$ cat config.mk
export PLATFORM = sky130hd
export DESIGN_NAME = buck_mode_select_decoder
export DESIGN_NICKNAME = d
export VERILOG_FILES = /design/src/inc/mode_select_pkg.sv /design/src/sync2.sv /design/src/buck_mode_select_decoder.sv
export SDC_FILE = /design/constraint.sdc
export NUM_CORES = 1
export LEC_CHECK = 0
export BUFFER_PORTS_ARGS = -buffer_cell sky130_fd_sc_hd__buf_2
export CAP_MARGIN = 20
export CORE_UTILIZATION = 55
export CTS_CLUSTER_SIZE = 16
export DETAILED_ROUTE_END_ITERATION = 10
export HOLD_SLACK_MARGIN = 0.15
export MAX_ROUTING_LAYER = met4
export PLACE_DENSITY = 0.79
export RECOVER_POWER = 50
export SLEW_MARGIN = 0
export SYNTH_ARGS = -nofsm -noshare
export SYNTH_HDL_FRONTEND = slang
export SYNTH_SLANG_ARGS = --single-unit
$ cat constraint.sdc
create_clock -name pclk -period 7.8 [get_ports pclk]
set_clock_uncertainty 0.15 [all_clocks]
set_input_delay 1.17 -clock pclk [delete_from_list [all_inputs] [get_ports pclk]]
set_output_delay 1.17 -clock pclk [all_outputs]
set_load 0.02 [all_outputs]
$ cat src/inc/mode_select_pkg.sv
package mode_select_pkg;

	// system clock and sync-input frequency window
	localparam int unsigned CLK_FREQ_KHZ = 250000;
	localparam int unsigned SYNC_FREQ_MIN_KHZ = 200;
	localparam int unsigned SYNC_FREQ_MAX_KHZ = 2200;
	// shortest legal sync period rounds up, longest rounds down
	localparam int unsigned SYNC_PERIOD_MIN_CYC = (CLK_FREQ_KHZ + SYNC_FREQ_MAX_KHZ - 1) / SYNC_FREQ_MAX_KHZ;
	localparam int unsigned SYNC_PERIOD_MAX_CYC = CLK_FREQ_KHZ / SYNC_FREQ_MIN_KHZ;
	// mode settle time in clock cycles
	localparam int unsigned MODE_SETTLE_CYC = 1024;

	// pulse counts of the mode-select train
	localparam logic [11:0] TRAIN_DOUBLE = 12'h002;
	localparam logic [11:0] TRAIN_LATCH = 12'h004;
	localparam logic [11:0] TRAIN_SYNC = 12'h800;

	// factory default switching frequencies
	localparam logic [11:0] FREQ_HIGH_KHZ = 12'h834;
	localparam logic [11:0] FREQ_LOW_KHZ = 12'h190;

	// register map
	localparam logic [7:0] CTRL_OFFSET = 8'h00;
	localparam logic [7:0] STATUS_OFFSET = 8'h04;
	localparam logic [7:0] TRAIN_OFFSET = 8'h08;
	localparam logic [1:0] CTRL_RESET = 2'h0;
	localparam int unsigned CTRL_RESTART_BIT = 0;
	localparam int unsigned CTRL_INHIBIT_BIT = 1;
	localparam int unsigned STAT_MODE_LSB = 0;
	localparam int unsigned STAT_SS_BIT = 2;
	localparam int unsigned STAT_LATCHED_BIT = 3;
	localparam int unsigned STAT_PWR_LSB = 4;
	localparam int unsigned STAT_FOLLOW_BIT = 6;
	localparam int unsigned STAT_REDUCE_BIT = 7;
	localparam int unsigned STAT_STRAP_BIT = 8;

	typedef enum logic [1:0] {
		OP_AUTO = 2'b00,
		OP_FORCED_PWM = 2'b01,
		OP_SYNC = 2'b11
	} op_mode_type;

	typedef enum logic [1:0] {
		PWR_SHUTDOWN = 2'b00,
		PWR_STANDBY = 2'b01,
		PWR_SWITCHING = 2'b11
	} power_state_type;

	typedef enum logic [1:0] {
		LVL_AUTO_SS = 2'b00,
		LVL_FORCED_PWM_SS = 2'b01,
		LVL_FORCED_PWM_NOSS = 2'b11,
		LVL_AUTO_NOSS = 2'b10
	} level_code_type;

	typedef struct packed {
		logic select_above_low;
		logic select_above_high;
		logic select_mid_upper_level;
		logic select_top_level;
		logic strap_auto_no_ss;
		logic en_above_wake;
		logic en_above_enable;
		logic vin_above_min;
		logic foldback_active;
		logic min_on_limited;
		logic min_off_limited;
	} analog_in_type;

	typedef struct packed {
		op_mode_type mode;
		logic spread_spectrum_en;
		logic diode_emulation_en;
		logic pulse_ctrl_latched;
		power_state_type power_state;
		logic follow_ext_clock;
		logic freq_reduce;
		logic [11:0] default_freq_khz;
	} regulator_ctrl_type;

endpackage

$ cat src/sync2.sv
`timescale 1ns/10ps
module sync2 #(
	parameter int unsigned WIDTH = 1
) (
	input wire logic pclk,
	input wire logic presetn,
	input wire logic [WIDTH-1:0] d,
	output logic [WIDTH-1:0] q
);
	logic [WIDTH-1:0] meta_r;
	logic [WIDTH-1:0] q_r;

	always_ff @(posedge pclk or negedge presetn) begin
		if (!presetn) begin
			meta_r <= '0;
			q_r <= '0;
		end else begin
			meta_r <= d;
			q_r <= meta_r;
		end
	end

	assign q = q_r;
endmodule

$ cat src/buck_mode_select_decoder.sv
`timescale 1ns/10ps
// Notes on behaviour
// - three modes: auto with pulse skipping, forced pwm, external sync
// - sync mode acts like forced pwm, diode emulation off
// - follow external clock only while min on/off time do not limit
// - lower frequency automatically when min on/off time limits ratio
// - factory default 2.1 MHz or 400 kHz; sync window 200 kHz to 2.2 MHz
// - enable below wake: shutdown; between: standby; above with vin and inhibit clear: switching
// - level scheme never enters sync mode
// - level: ground auto+ss, mid forced pwm+ss, high forced pwm no ss
// - level setting adopted only after held for settle time
// - spread spectrum off during frequency foldback, back on after
// - strap auto without ss is fixed until restart in level scheme only; pulse scheme settle still sets mode and ss
// - latch pulse scheme when fourth valid sync pulse completes
// - pulse scheme left only through restart
// - pulse: high forced pwm+ss, low auto+ss, clock sync no ss
// - pulse: auto/forced pwm change only after settle time
// - double pulse then steady level selects mode with ss off
// - sync mode entered only after 2048 valid sync pulses
// - steady pin beyond settle leaves sync, ss back on, pulse scheme kept
module buck_mode_select_decoder import mode_select_pkg::*; #(
	parameter int unsigned MODE_SETTLE_CYCLES = MODE_SETTLE_CYC,
	parameter int unsigned PERIOD_MIN_CYCLES = SYNC_PERIOD_MIN_CYC,
	parameter int unsigned PERIOD_MAX_CYCLES = SYNC_PERIOD_MAX_CYC,
	parameter bit FACTORY_LOW_FREQ = 1'b0
) (
	input wire logic pclk,
	input wire logic presetn,
	input wire logic psel,
	input wire logic penable,
	input wire logic pwrite,
	input wire logic [7:0] paddr,
	input wire logic [31:0] pwdata,
	input wire analog_in_type analog_in,
	output logic [31:0] prdata,
	output logic pready,
	output logic pslverr,
	output regulator_ctrl_type reg_ctrl
);
	localparam logic [15:0] SETTLE_W = 16'(MODE_SETTLE_CYCLES);
	localparam logic [15:0] PMIN_W = 16'(PERIOD_MIN_CYCLES);
	localparam logic [15:0] PMAX_W = 16'(PERIOD_MAX_CYCLES);

	analog_in_type ain;
	logic pin_hi, rise, fall, edge_any, settle, restart;

	logic pin_prev_r, pin_prev_nxt;
	logic [15:0] period_r, period_nxt;
	logic [15:0] stable_r, stable_nxt;
	logic armed_r, armed_nxt;
	logic [11:0] train_r, train_nxt;
	logic latched_r, latched_nxt;

	level_code_type lvl_code, cand_r, cand_nxt;
	logic [15:0] hold_r, hold_nxt;
	logic strap_lock_r, strap_lock_nxt;
	op_mode_type mode_sel_r, mode_sel_nxt;
	logic ss_sel_r, ss_sel_nxt;

	regulator_ctrl_type out_r, out_nxt;

	logic [1:0] ctrl_r, ctrl_nxt;
	logic restart_req_r, restart_req_nxt;
	logic pready_r, pready_nxt;
	logic pslverr_r, pslverr_nxt;
	logic [31:0] prdata_r, prdata_nxt;
	logic [31:0] status_w;

	// pin comparators cross into the clock domain
	sync2 #(.WIDTH($bits(analog_in_type))) u_sync (
		.pclk(pclk),
		.presetn(presetn),
		.d(analog_in),
		.q(ain)
	);

	assign pin_hi = ain.select_above_high;
	assign rise = pin_hi & ~pin_prev_r;
	assign fall = ~pin_hi & pin_prev_r;
	assign edge_any = rise | fall;
	assign settle = (stable_r == SETTLE_W) & ~edge_any;
	// restart only by shutdown or software
	assign restart = restart_req_r | (out_r.power_state == PWR_SHUTDOWN);

	// pulse train measurement
	always_comb begin
		pin_prev_nxt = pin_hi;
		period_nxt = (period_r == 16'hFFFF) ? period_r : period_r + 16'h0001;
		stable_nxt = (stable_r == 16'hFFFF) ? stable_r : stable_r + 16'h0001;
		armed_nxt = armed_r;
		train_nxt = train_r;
		latched_nxt = latched_r;
		if (rise) begin
			period_nxt = '0;
			armed_nxt = 1'b1;
			if (armed_r && period_r >= PMIN_W && period_r <= PMAX_W) begin
				train_nxt = (train_r == TRAIN_SYNC) ? train_r : train_r + 12'h001;
			end else begin
				train_nxt = 12'h001;
			end
		end else if (period_r == PMAX_W) begin
			armed_nxt = 1'b0;
		end
		if (edge_any) begin
			stable_nxt = '0;
		end
		if (fall && train_r >= TRAIN_LATCH) begin
			latched_nxt = 1'b1;
		end
		if (settle) begin
			train_nxt = '0;
		end
		if (restart) begin
			latched_nxt = 1'b0;
			train_nxt = '0;
			armed_nxt = 1'b0;
		end
	end

	always_ff @(posedge pclk or negedge presetn) begin
		if (!presetn) begin
			pin_prev_r <= 1'b0;
			period_r <= '0;
			stable_r <= '0;
			armed_r <= 1'b0;
			train_r <= '0;
			latched_r <= 1'b0;
		end else begin
			pin_prev_r <= pin_prev_nxt;
			period_r <= period_nxt;
			stable_r <= stable_nxt;
			armed_r <= armed_nxt;
			train_r <= train_nxt;
			latched_r <= latched_nxt;
		end
	end

	always_comb begin
		lvl_code = cand_r;
		if (ain.select_top_level) begin
			lvl_code = LVL_FORCED_PWM_NOSS;
		end else if (ain.select_above_high && !ain.select_mid_upper_level) begin
			lvl_code = LVL_FORCED_PWM_SS;
		end else if (!ain.select_above_low) begin
			lvl_code = ain.strap_auto_no_ss ? LVL_AUTO_NOSS : LVL_AUTO_SS;
		end
	end

	// mode selection for both schemes
	always_comb begin
		cand_nxt = cand_r;
		hold_nxt = (hold_r == 16'hFFFF) ? hold_r : hold_r + 16'h0001;
		strap_lock_nxt = strap_lock_r;
		mode_sel_nxt = mode_sel_r;
		ss_sel_nxt = ss_sel_r;
		if (lvl_code != cand_r) begin
			cand_nxt = lvl_code;
			hold_nxt = '0;
		end
		if (!latched_r) begin
			if (hold_r == SETTLE_W && lvl_code == cand_r && !strap_lock_r) begin
				// level scheme picks auto or forced pwm only
				mode_sel_nxt = (cand_r == LVL_FORCED_PWM_SS || cand_r == LVL_FORCED_PWM_NOSS) ? OP_FORCED_PWM : OP_AUTO;
				ss_sel_nxt = (cand_r == LVL_AUTO_SS || cand_r == LVL_FORCED_PWM_SS);
				strap_lock_nxt = (cand_r == LVL_AUTO_NOSS);
			end
		end else if (train_nxt == TRAIN_SYNC && train_r != TRAIN_SYNC) begin
			mode_sel_nxt = OP_SYNC;
			ss_sel_nxt = 1'b0;
		end else if (settle) begin
			mode_sel_nxt = pin_hi ? OP_FORCED_PWM : OP_AUTO;
			ss_sel_nxt = (train_r != TRAIN_DOUBLE);
		end
		if (restart) begin
			strap_lock_nxt = 1'b0;
			mode_sel_nxt = OP_AUTO;
			ss_sel_nxt = 1'b1;
		end
	end

	always_ff @(posedge pclk or negedge presetn) begin
		if (!presetn) begin
			cand_r <= LVL_AUTO_SS;
			hold_r <= '0;
			strap_lock_r <= 1'b0;
			mode_sel_r <= OP_AUTO;
			ss_sel_r <= 1'b1;
		end else begin
			cand_r <= cand_nxt;
			hold_r <= hold_nxt;
			strap_lock_r <= strap_lock_nxt;
			mode_sel_r <= mode_sel_nxt;
			ss_sel_r <= ss_sel_nxt;
		end
	end

	// outputs toward the power stage
	always_comb begin
		out_nxt.mode = mode_sel_r;
		out_nxt.spread_spectrum_en = ss_sel_r & ~ain.foldback_active;
		out_nxt.diode_emulation_en = (mode_sel_r == OP_AUTO);
		out_nxt.pulse_ctrl_latched = latched_r;
		if (!ain.en_above_wake) begin
			out_nxt.power_state = PWR_SHUTDOWN;
		end else if (ain.en_above_enable && ain.vin_above_min && !ctrl_r[CTRL_INHIBIT_BIT]) begin
			out_nxt.power_state = PWR_SWITCHING;
		end else begin
			out_nxt.power_state = PWR_STANDBY;
		end
		out_nxt.follow_ext_clock = (mode_sel_r == OP_SYNC) & ~ain.min_on_limited & ~ain.min_off_limited;
		out_nxt.freq_reduce = ain.min_on_limited | ain.min_off_limited;
		out_nxt.default_freq_khz = FACTORY_LOW_FREQ ? FREQ_LOW_KHZ : FREQ_HIGH_KHZ;
	end

	always_ff @(posedge pclk or negedge presetn) begin
		if (!presetn) begin
			out_r <= '{mode: OP_AUTO, spread_spectrum_en: 1'b0, diode_emulation_en: 1'b1,
				pulse_ctrl_latched: 1'b0, power_state: PWR_SHUTDOWN, follow_ext_clock: 1'b0,
				freq_reduce: 1'b0, default_freq_khz: 12'h000};
		end else begin
			out_r <= out_nxt;
		end
	end

	// apb slave, one wait state
	always_comb begin
		status_w = '0;
		status_w[STAT_MODE_LSB +: 2] = out_r.mode;
		status_w[STAT_SS_BIT] = out_r.spread_spectrum_en;
		status_w[STAT_LATCHED_BIT] = out_r.pulse_ctrl_latched;
		status_w[STAT_PWR_LSB +: 2] = out_r.power_state;
		status_w[STAT_FOLLOW_BIT] = out_r.follow_ext_clock;
		status_w[STAT_REDUCE_BIT] = out_r.freq_reduce;
		status_w[STAT_STRAP_BIT] = strap_lock_r;
	end

	always_comb begin
		ctrl_nxt = ctrl_r;
		restart_req_nxt = 1'b0;
		pready_nxt = 1'b0;
		pslverr_nxt = 1'b0;
		prdata_nxt = prdata_r;
		if (psel && penable && !pready_r) begin
			pready_nxt = 1'b1;
			prdata_nxt = '0;
			unique case (paddr)
				CTRL_OFFSET: prdata_nxt[1:0] = ctrl_r;
				STATUS_OFFSET: prdata_nxt = status_w;
				TRAIN_OFFSET: prdata_nxt[11:0] = train_r;
				default: pslverr_nxt = 1'b1;
			endcase
		end
		if (psel && penable && pready_r && pwrite && paddr == CTRL_OFFSET) begin
			ctrl_nxt = pwdata[1:0] & 2'h2;
			restart_req_nxt = pwdata[CTRL_RESTART_BIT];
		end
	end

	always_ff @(posedge pclk or negedge presetn) begin
		if (!presetn) begin
			ctrl_r <= CTRL_RESET;
			restart_req_r <= 1'b0;
			pready_r <= 1'b0;
			pslverr_r <= 1'b0;
			prdata_r <= '0;
		end else begin
			ctrl_r <= ctrl_nxt;
			restart_req_r <= restart_req_nxt;
			pready_r <= pready_nxt;
			pslverr_r <= pslverr_nxt;
			prdata_r <= prdata_nxt;
		end
	end

	assign prdata = prdata_r;
	assign pready = pready_r;
	assign pslverr = pslverr_r;
	assign reg_ctrl = out_r;

	property p_sync_no_diode;
		@(posedge pclk) disable iff (!presetn) reg_ctrl.mode == OP_SYNC |-> !reg_ctrl.diode_emulation_en;
	endproperty
	a_sync_no_diode: assert property (p_sync_no_diode) else $error("diode emulation on in sync");

	property p_level_no_sync;
		@(posedge pclk) disable iff (!presetn) !latched_r |-> mode_sel_r != OP_SYNC;
	endproperty
	a_level_no_sync: assert property (p_level_no_sync) else $error("sync under level scheme");

	property p_latch_kept;
		@(posedge pclk) disable iff (!presetn) latched_r && !restart |=> latched_r;
	endproperty
	a_latch_kept: assert property (p_latch_kept) else $error("pulse scheme dropped");

	property p_latch_set;
		@(posedge pclk) disable iff (!presetn) fall && train_r >= TRAIN_LATCH && !restart |=> latched_r ##1 reg_ctrl.pulse_ctrl_latched;
	endproperty
	a_latch_set: assert property (p_latch_set) else $error("fourth pulse not latched");

	property p_fold_ss;
		@(posedge pclk) disable iff (!presetn) ain.foldback_active |=> !reg_ctrl.spread_spectrum_en;
	endproperty
	a_fold_ss: assert property (p_fold_ss) else $error("ss on in foldback");

	property p_follow;
		@(posedge pclk) disable iff (!presetn)
			reg_ctrl.follow_ext_clock |-> reg_ctrl.mode == OP_SYNC && !reg_ctrl.freq_reduce;
	endproperty
	a_follow: assert property (p_follow) else $error("follows clock while limited");

	property p_reduce;
		@(posedge pclk) disable iff (!presetn) ain.min_on_limited || ain.min_off_limited |=> reg_ctrl.freq_reduce;
	endproperty
	a_reduce: assert property (p_reduce) else $error("no frequency reduction");

	property p_shutdown;
		@(posedge pclk) disable iff (!presetn) !ain.en_above_wake |=> reg_ctrl.power_state == PWR_SHUTDOWN;
	endproperty
	a_shutdown: assert property (p_shutdown) else $error("not in shutdown");

	property p_sync_entry;
		@(posedge pclk) disable iff (!presetn)
			mode_sel_r == OP_SYNC && $past(mode_sel_r) != OP_SYNC |-> train_r == TRAIN_SYNC && !ss_sel_r;
	endproperty
	a_sync_entry: assert property (p_sync_entry) else $error("sync entered early");

	property p_level_settle;
		@(posedge pclk) disable iff (!presetn)
			!latched_r && !$past(latched_r) && !$past(restart) && $changed(mode_sel_r) |-> $past(hold_r) == SETTLE_W;
	endproperty
	a_level_settle: assert property (p_level_settle) else $error("level adopted before settle");

	c_latched: cover property (@(posedge pclk) disable iff (!presetn) $rose(latched_r));
	c_sync: cover property (@(posedge pclk) disable iff (!presetn) $rose(reg_ctrl.mode == OP_SYNC));
	c_double: cover property (@(posedge pclk) disable iff (!presetn) latched_r && settle && train_r == TRAIN_DOUBLE);
	c_switching: cover property (@(posedge pclk) disable iff (!presetn) reg_ctrl.power_state == PWR_SWITCHING);
endmodule

==> flow_metrics.env <==
export IMPL_status="finished with violations"
export IMPL_violations="max-capacitance violations, max-slew violations"
export IMPL_synth_compound_area_frac=0.08499
export IMPL_fmax_mhz=275.2
export IMPL_io_buffers=52
export IMPL_diodes=0
export IMPL_layout_drive_gt1_share=0.1575
export IMPL_grt_pass1_wl_um=18980
export IMPL_cts_buffer_depth=2
export IMPL_swShare=0.2400
export IMPL_synth_common_cells="dfrtp_1, nor2_1, nand2_1"
export IMPL_numCtsBuffers=17
export IMPL_crit_slowest_cell="clkbuf_1"
export IMPL_path_cells="clkbuf_1 > buf_4"
export IMPL_dp_slack_ps=4391
export IMPL_peakVddDrop_v=0.0001814
export IMPL_p_total_w=0.001608
export IMPL_hold_viol_final=0
export IMPL_drtAntennaViolNets=0
export IMPL_insertion_delay_ps=520
export IMPL_dpl_hpwl_um=7332
export IMPL_r2r_start="u_sync.q[9]"
export IMPL_antenna_found_initial=0
export IMPL_gr_total_overflow=0
export IMPL_viasPerCell=5.426
export IMPL_comb_power_share=0.082
export IMPL_first_iter_violations=246
export IMPL_holdCritPathClass="flip-flop to flip-flop"
export IMPL_dieWidth_um=104.0
export IMPL_synth_top_family_by_area="simple AND/OR/NAND/NOR gates"
export IMPL_cts_resized=0
export IMPL_syn_inst=569
export IMPL_rsz0062_at_grt="false"
export IMPL_required_ps=8190
export IMPL_ys_flop_type="dfrtp_1"
export IMPL_grt_use_met2=0.3557
export IMPL_core_um2=9955
export IMPL_ctsRootBufferMaster="clkbuf_8"
export IMPL_netlist_area_um2=5727
export IMPL_track_usage=0.2264
export IMPL_pwr_share_clk=0.502
export IMPL_synth_largest_area_cell="dfrtp_1"
export IMPL_grt_pass1_vias=4086
export IMPL_drc=0
export IMPL_crit_start="presetn"
export IMPL_dp_cells=736
export IMPL_cpPeakStageDelay_ps=1910
export IMPL_timing_final_max_slew_violations=53
export IMPL_synth_cell_type_count=64
export IMPL_critPathKind="primary input to async pin"
export IMPL_die_area_um2=10820
export IMPL_path_max_fanout=66
export IMPL_grt_max_degree=67
export IMPL_hold_start="u_sync.meta_r[10]"
export IMPL_end_kind="async pin"
export IMPL_final_setup_viol_count=0
export IMPL_io_pins=111
export IMPL_muxShareOfSynthArea=0.01071
export IMPL_async_flop_share=1.000
export IMPL_initial_core_util=0.5753
export IMPL_worst_slack_ps=4166
export IMPL_p_seq_frac=0.415
export IMPL_cts_num_sinks=117
export IMPL_vias=4167
export IMPL_grt_use_met1=0.2827
export IMPL_period_needed_ps=3634
export IMPL_busiest_layer="met2"
export IMPL_p_per_area_nw_per_um2=244.0
export IMPL_cts_tree="built"
export IMPL_avgSynthCellArea_um2=10.06
export IMPL_synth_seq_area_share=0.5117
export IMPL_htree_levels=4
export IMPL_synth_adder_area_share=0.02403
export IMPL_p_leak_nw=3.044
export IMPL_switching_power_w=0.0003859
export IMPL_num_rows=36
export IMPL_cts_hold_buf=0
export IMPL_chipHeight_um=104.0
export IMPL_synth_edf_count=0
export IMPL_start_kind="primary input"
export IMPL_relSlewSlack=-0.8385
export IMPL_cp_arrival_ps=4030
export IMPL_ys_ff_latch=117
export IMPL_path_clk_slew_ps=60
export IMPL_post_cts_buffers=0
export IMPL_synth_simple_gate_area_frac=0.2307
export IMPL_dr_pass1_iters=5
export IMPL_place_gp_congestion=0.9203
export IMPL_grt_use_met3=0.06579
export IMPL_worst_pin_slew_ps=2758
export IMPL_path_buf_inv=2
export IMPL_maxCapViolCount=1
export IMPL_area_growth_pct=15.05
export IMPL_yosys_area_top_type_share=0.5025
export IMPL_synth_xor_area_frac=0.07035
export IMPL_stdcell_count=768
export IMPL_post_synth_top_count_cell="dfrtp_1"
export IMPL_p_int_w=0.001222
export IMPL_ys_top_cells_by_area="dfrtp_1, nor2_1, buf_4, xnor2_1, xor2_1"
export IMPL_totalWireLength_um=10720
export IMPL_wl_per_cell_um=13.96
export IMPL_ys_warn_count=0
export IMPL_setup_tns_ps=0
export IMPL_path_delay_family="buffers and inverters"
export IMPL_nNetsFinal=689
export IMPL_fin_crit_sh=0.4659
area by class of cell:
type                    count  area (um^2)
repair buffers             55        277.8
fillers                   782         3366
clock buffers              21        449.2
flip-flops and latches    117         2930
well taps                 133        166.4
inverters                  20        75.07
clock inverters            11        175.2
multi-input cells         411         2515
metrics by stage:
step / utilization / hold WS [ps] / area (um^2)
6_report: 0.6619 / 197.5 / 6589
2_1_floorplan: - / 181.2 / 5828
3_5_place_dp: 0.6003 / 184.7 / 5976
3_3_place_gp: 0.6003 / 183.4 / 5976
5_1_grt: 0.6619 / 204.3 / 6589
4_1_cts: 0.6630 / 198.2 / 6600
power groups by stage:
| stage | clock network (W) | registers [W] | logic [W] |
|---|---|---|---|
| after detailed placement | 0 | 0.000678 | 0.000133 |
| after floorplan | 0 | 0.000679 | 0.0000945 |
| final | 0.000807 | 0.000668 | 0.000132 |
| after global placement | 0 | 0.000675 | 0.000130 |
| after CTS | 0.000820 | 0.000667 | 0.000135 |
| after global routing | 0.000851 | 0.000673 | 0.000150 |
sequential cells by signal, indices dropped and copies added (netlist names), 2 cells and up:
signal and count:
cand_r 2, hold_r 16, mode_sel_r 2, period_r 16, prdata 12, reg_ctrl 10
stable_r 16, train_r 12, u_sync.meta_r 11, u_sync.q 11
worst paths after layout:
path                            endpoint  slack, ps  depth (start not counted)
setup reg to reg           mode_sel_r[0]       4330                         10
hold reg to reg             u_sync.q[10]        200                          0
setup / recovery            strap_lock_r       4170                          2
hold / removal              u_sync.q[10]        200                          0
min in group asynchronous     train_r[2]       1380                          1
max in group pclk          mode_sel_r[0]       4330                         10
kinds of logic after synthesis:
logic type      count (synthesis)
flops                         117
mux                             6
buf+inv                        68
xor+xnor                       46
compound gates                 63
simple gates                  256
other cells                     2
fa+ha+maj                      11
placed cells by master, fill, tap and decap left out, types with 5 or more instances in the layout:
| cell | n |
|---|---|
| ha_1 | 11 |
| nor2_1 | 80 |
| nand4_1 | 18 |
| and2_0 | 8 |
| nor2b_1 | 5 |
| conb_1 | 29 |
| a21oi_1 | 14 |
| a221oi_1 | 8 |
| o21ai_0 | 8 |
| inv_1 | 20 |
| clkbuf_16 | 16 |
| nor3_1 | 8 |
| a211oi_1 | 6 |
| mux2i_1 | 5 |
| nand3_1 | 27 |
| and4_1 | 5 |
| nor4b_1 | 5 |
| buf_2 | 51 |
| xnor2_1 | 23 |
| nor4_1 | 12 |
| and3_1 | 8 |
| xor2_1 | 23 |
| or3_1 | 6 |
| dfrtp_1 | 115 |
| nand2_1 | 43 |
metal layers:
| layer | wire length [um] | part of all wire |
|---|---|---|
| met4 | 118 | 0.011 |
| met2 | 5231 | 0.49 |
| met5 | 0 | 0 |
| met1 | 4863 | 0.45 |
| met3 | 507 | 0.047 |
Power figures use the tool's default switching activity.
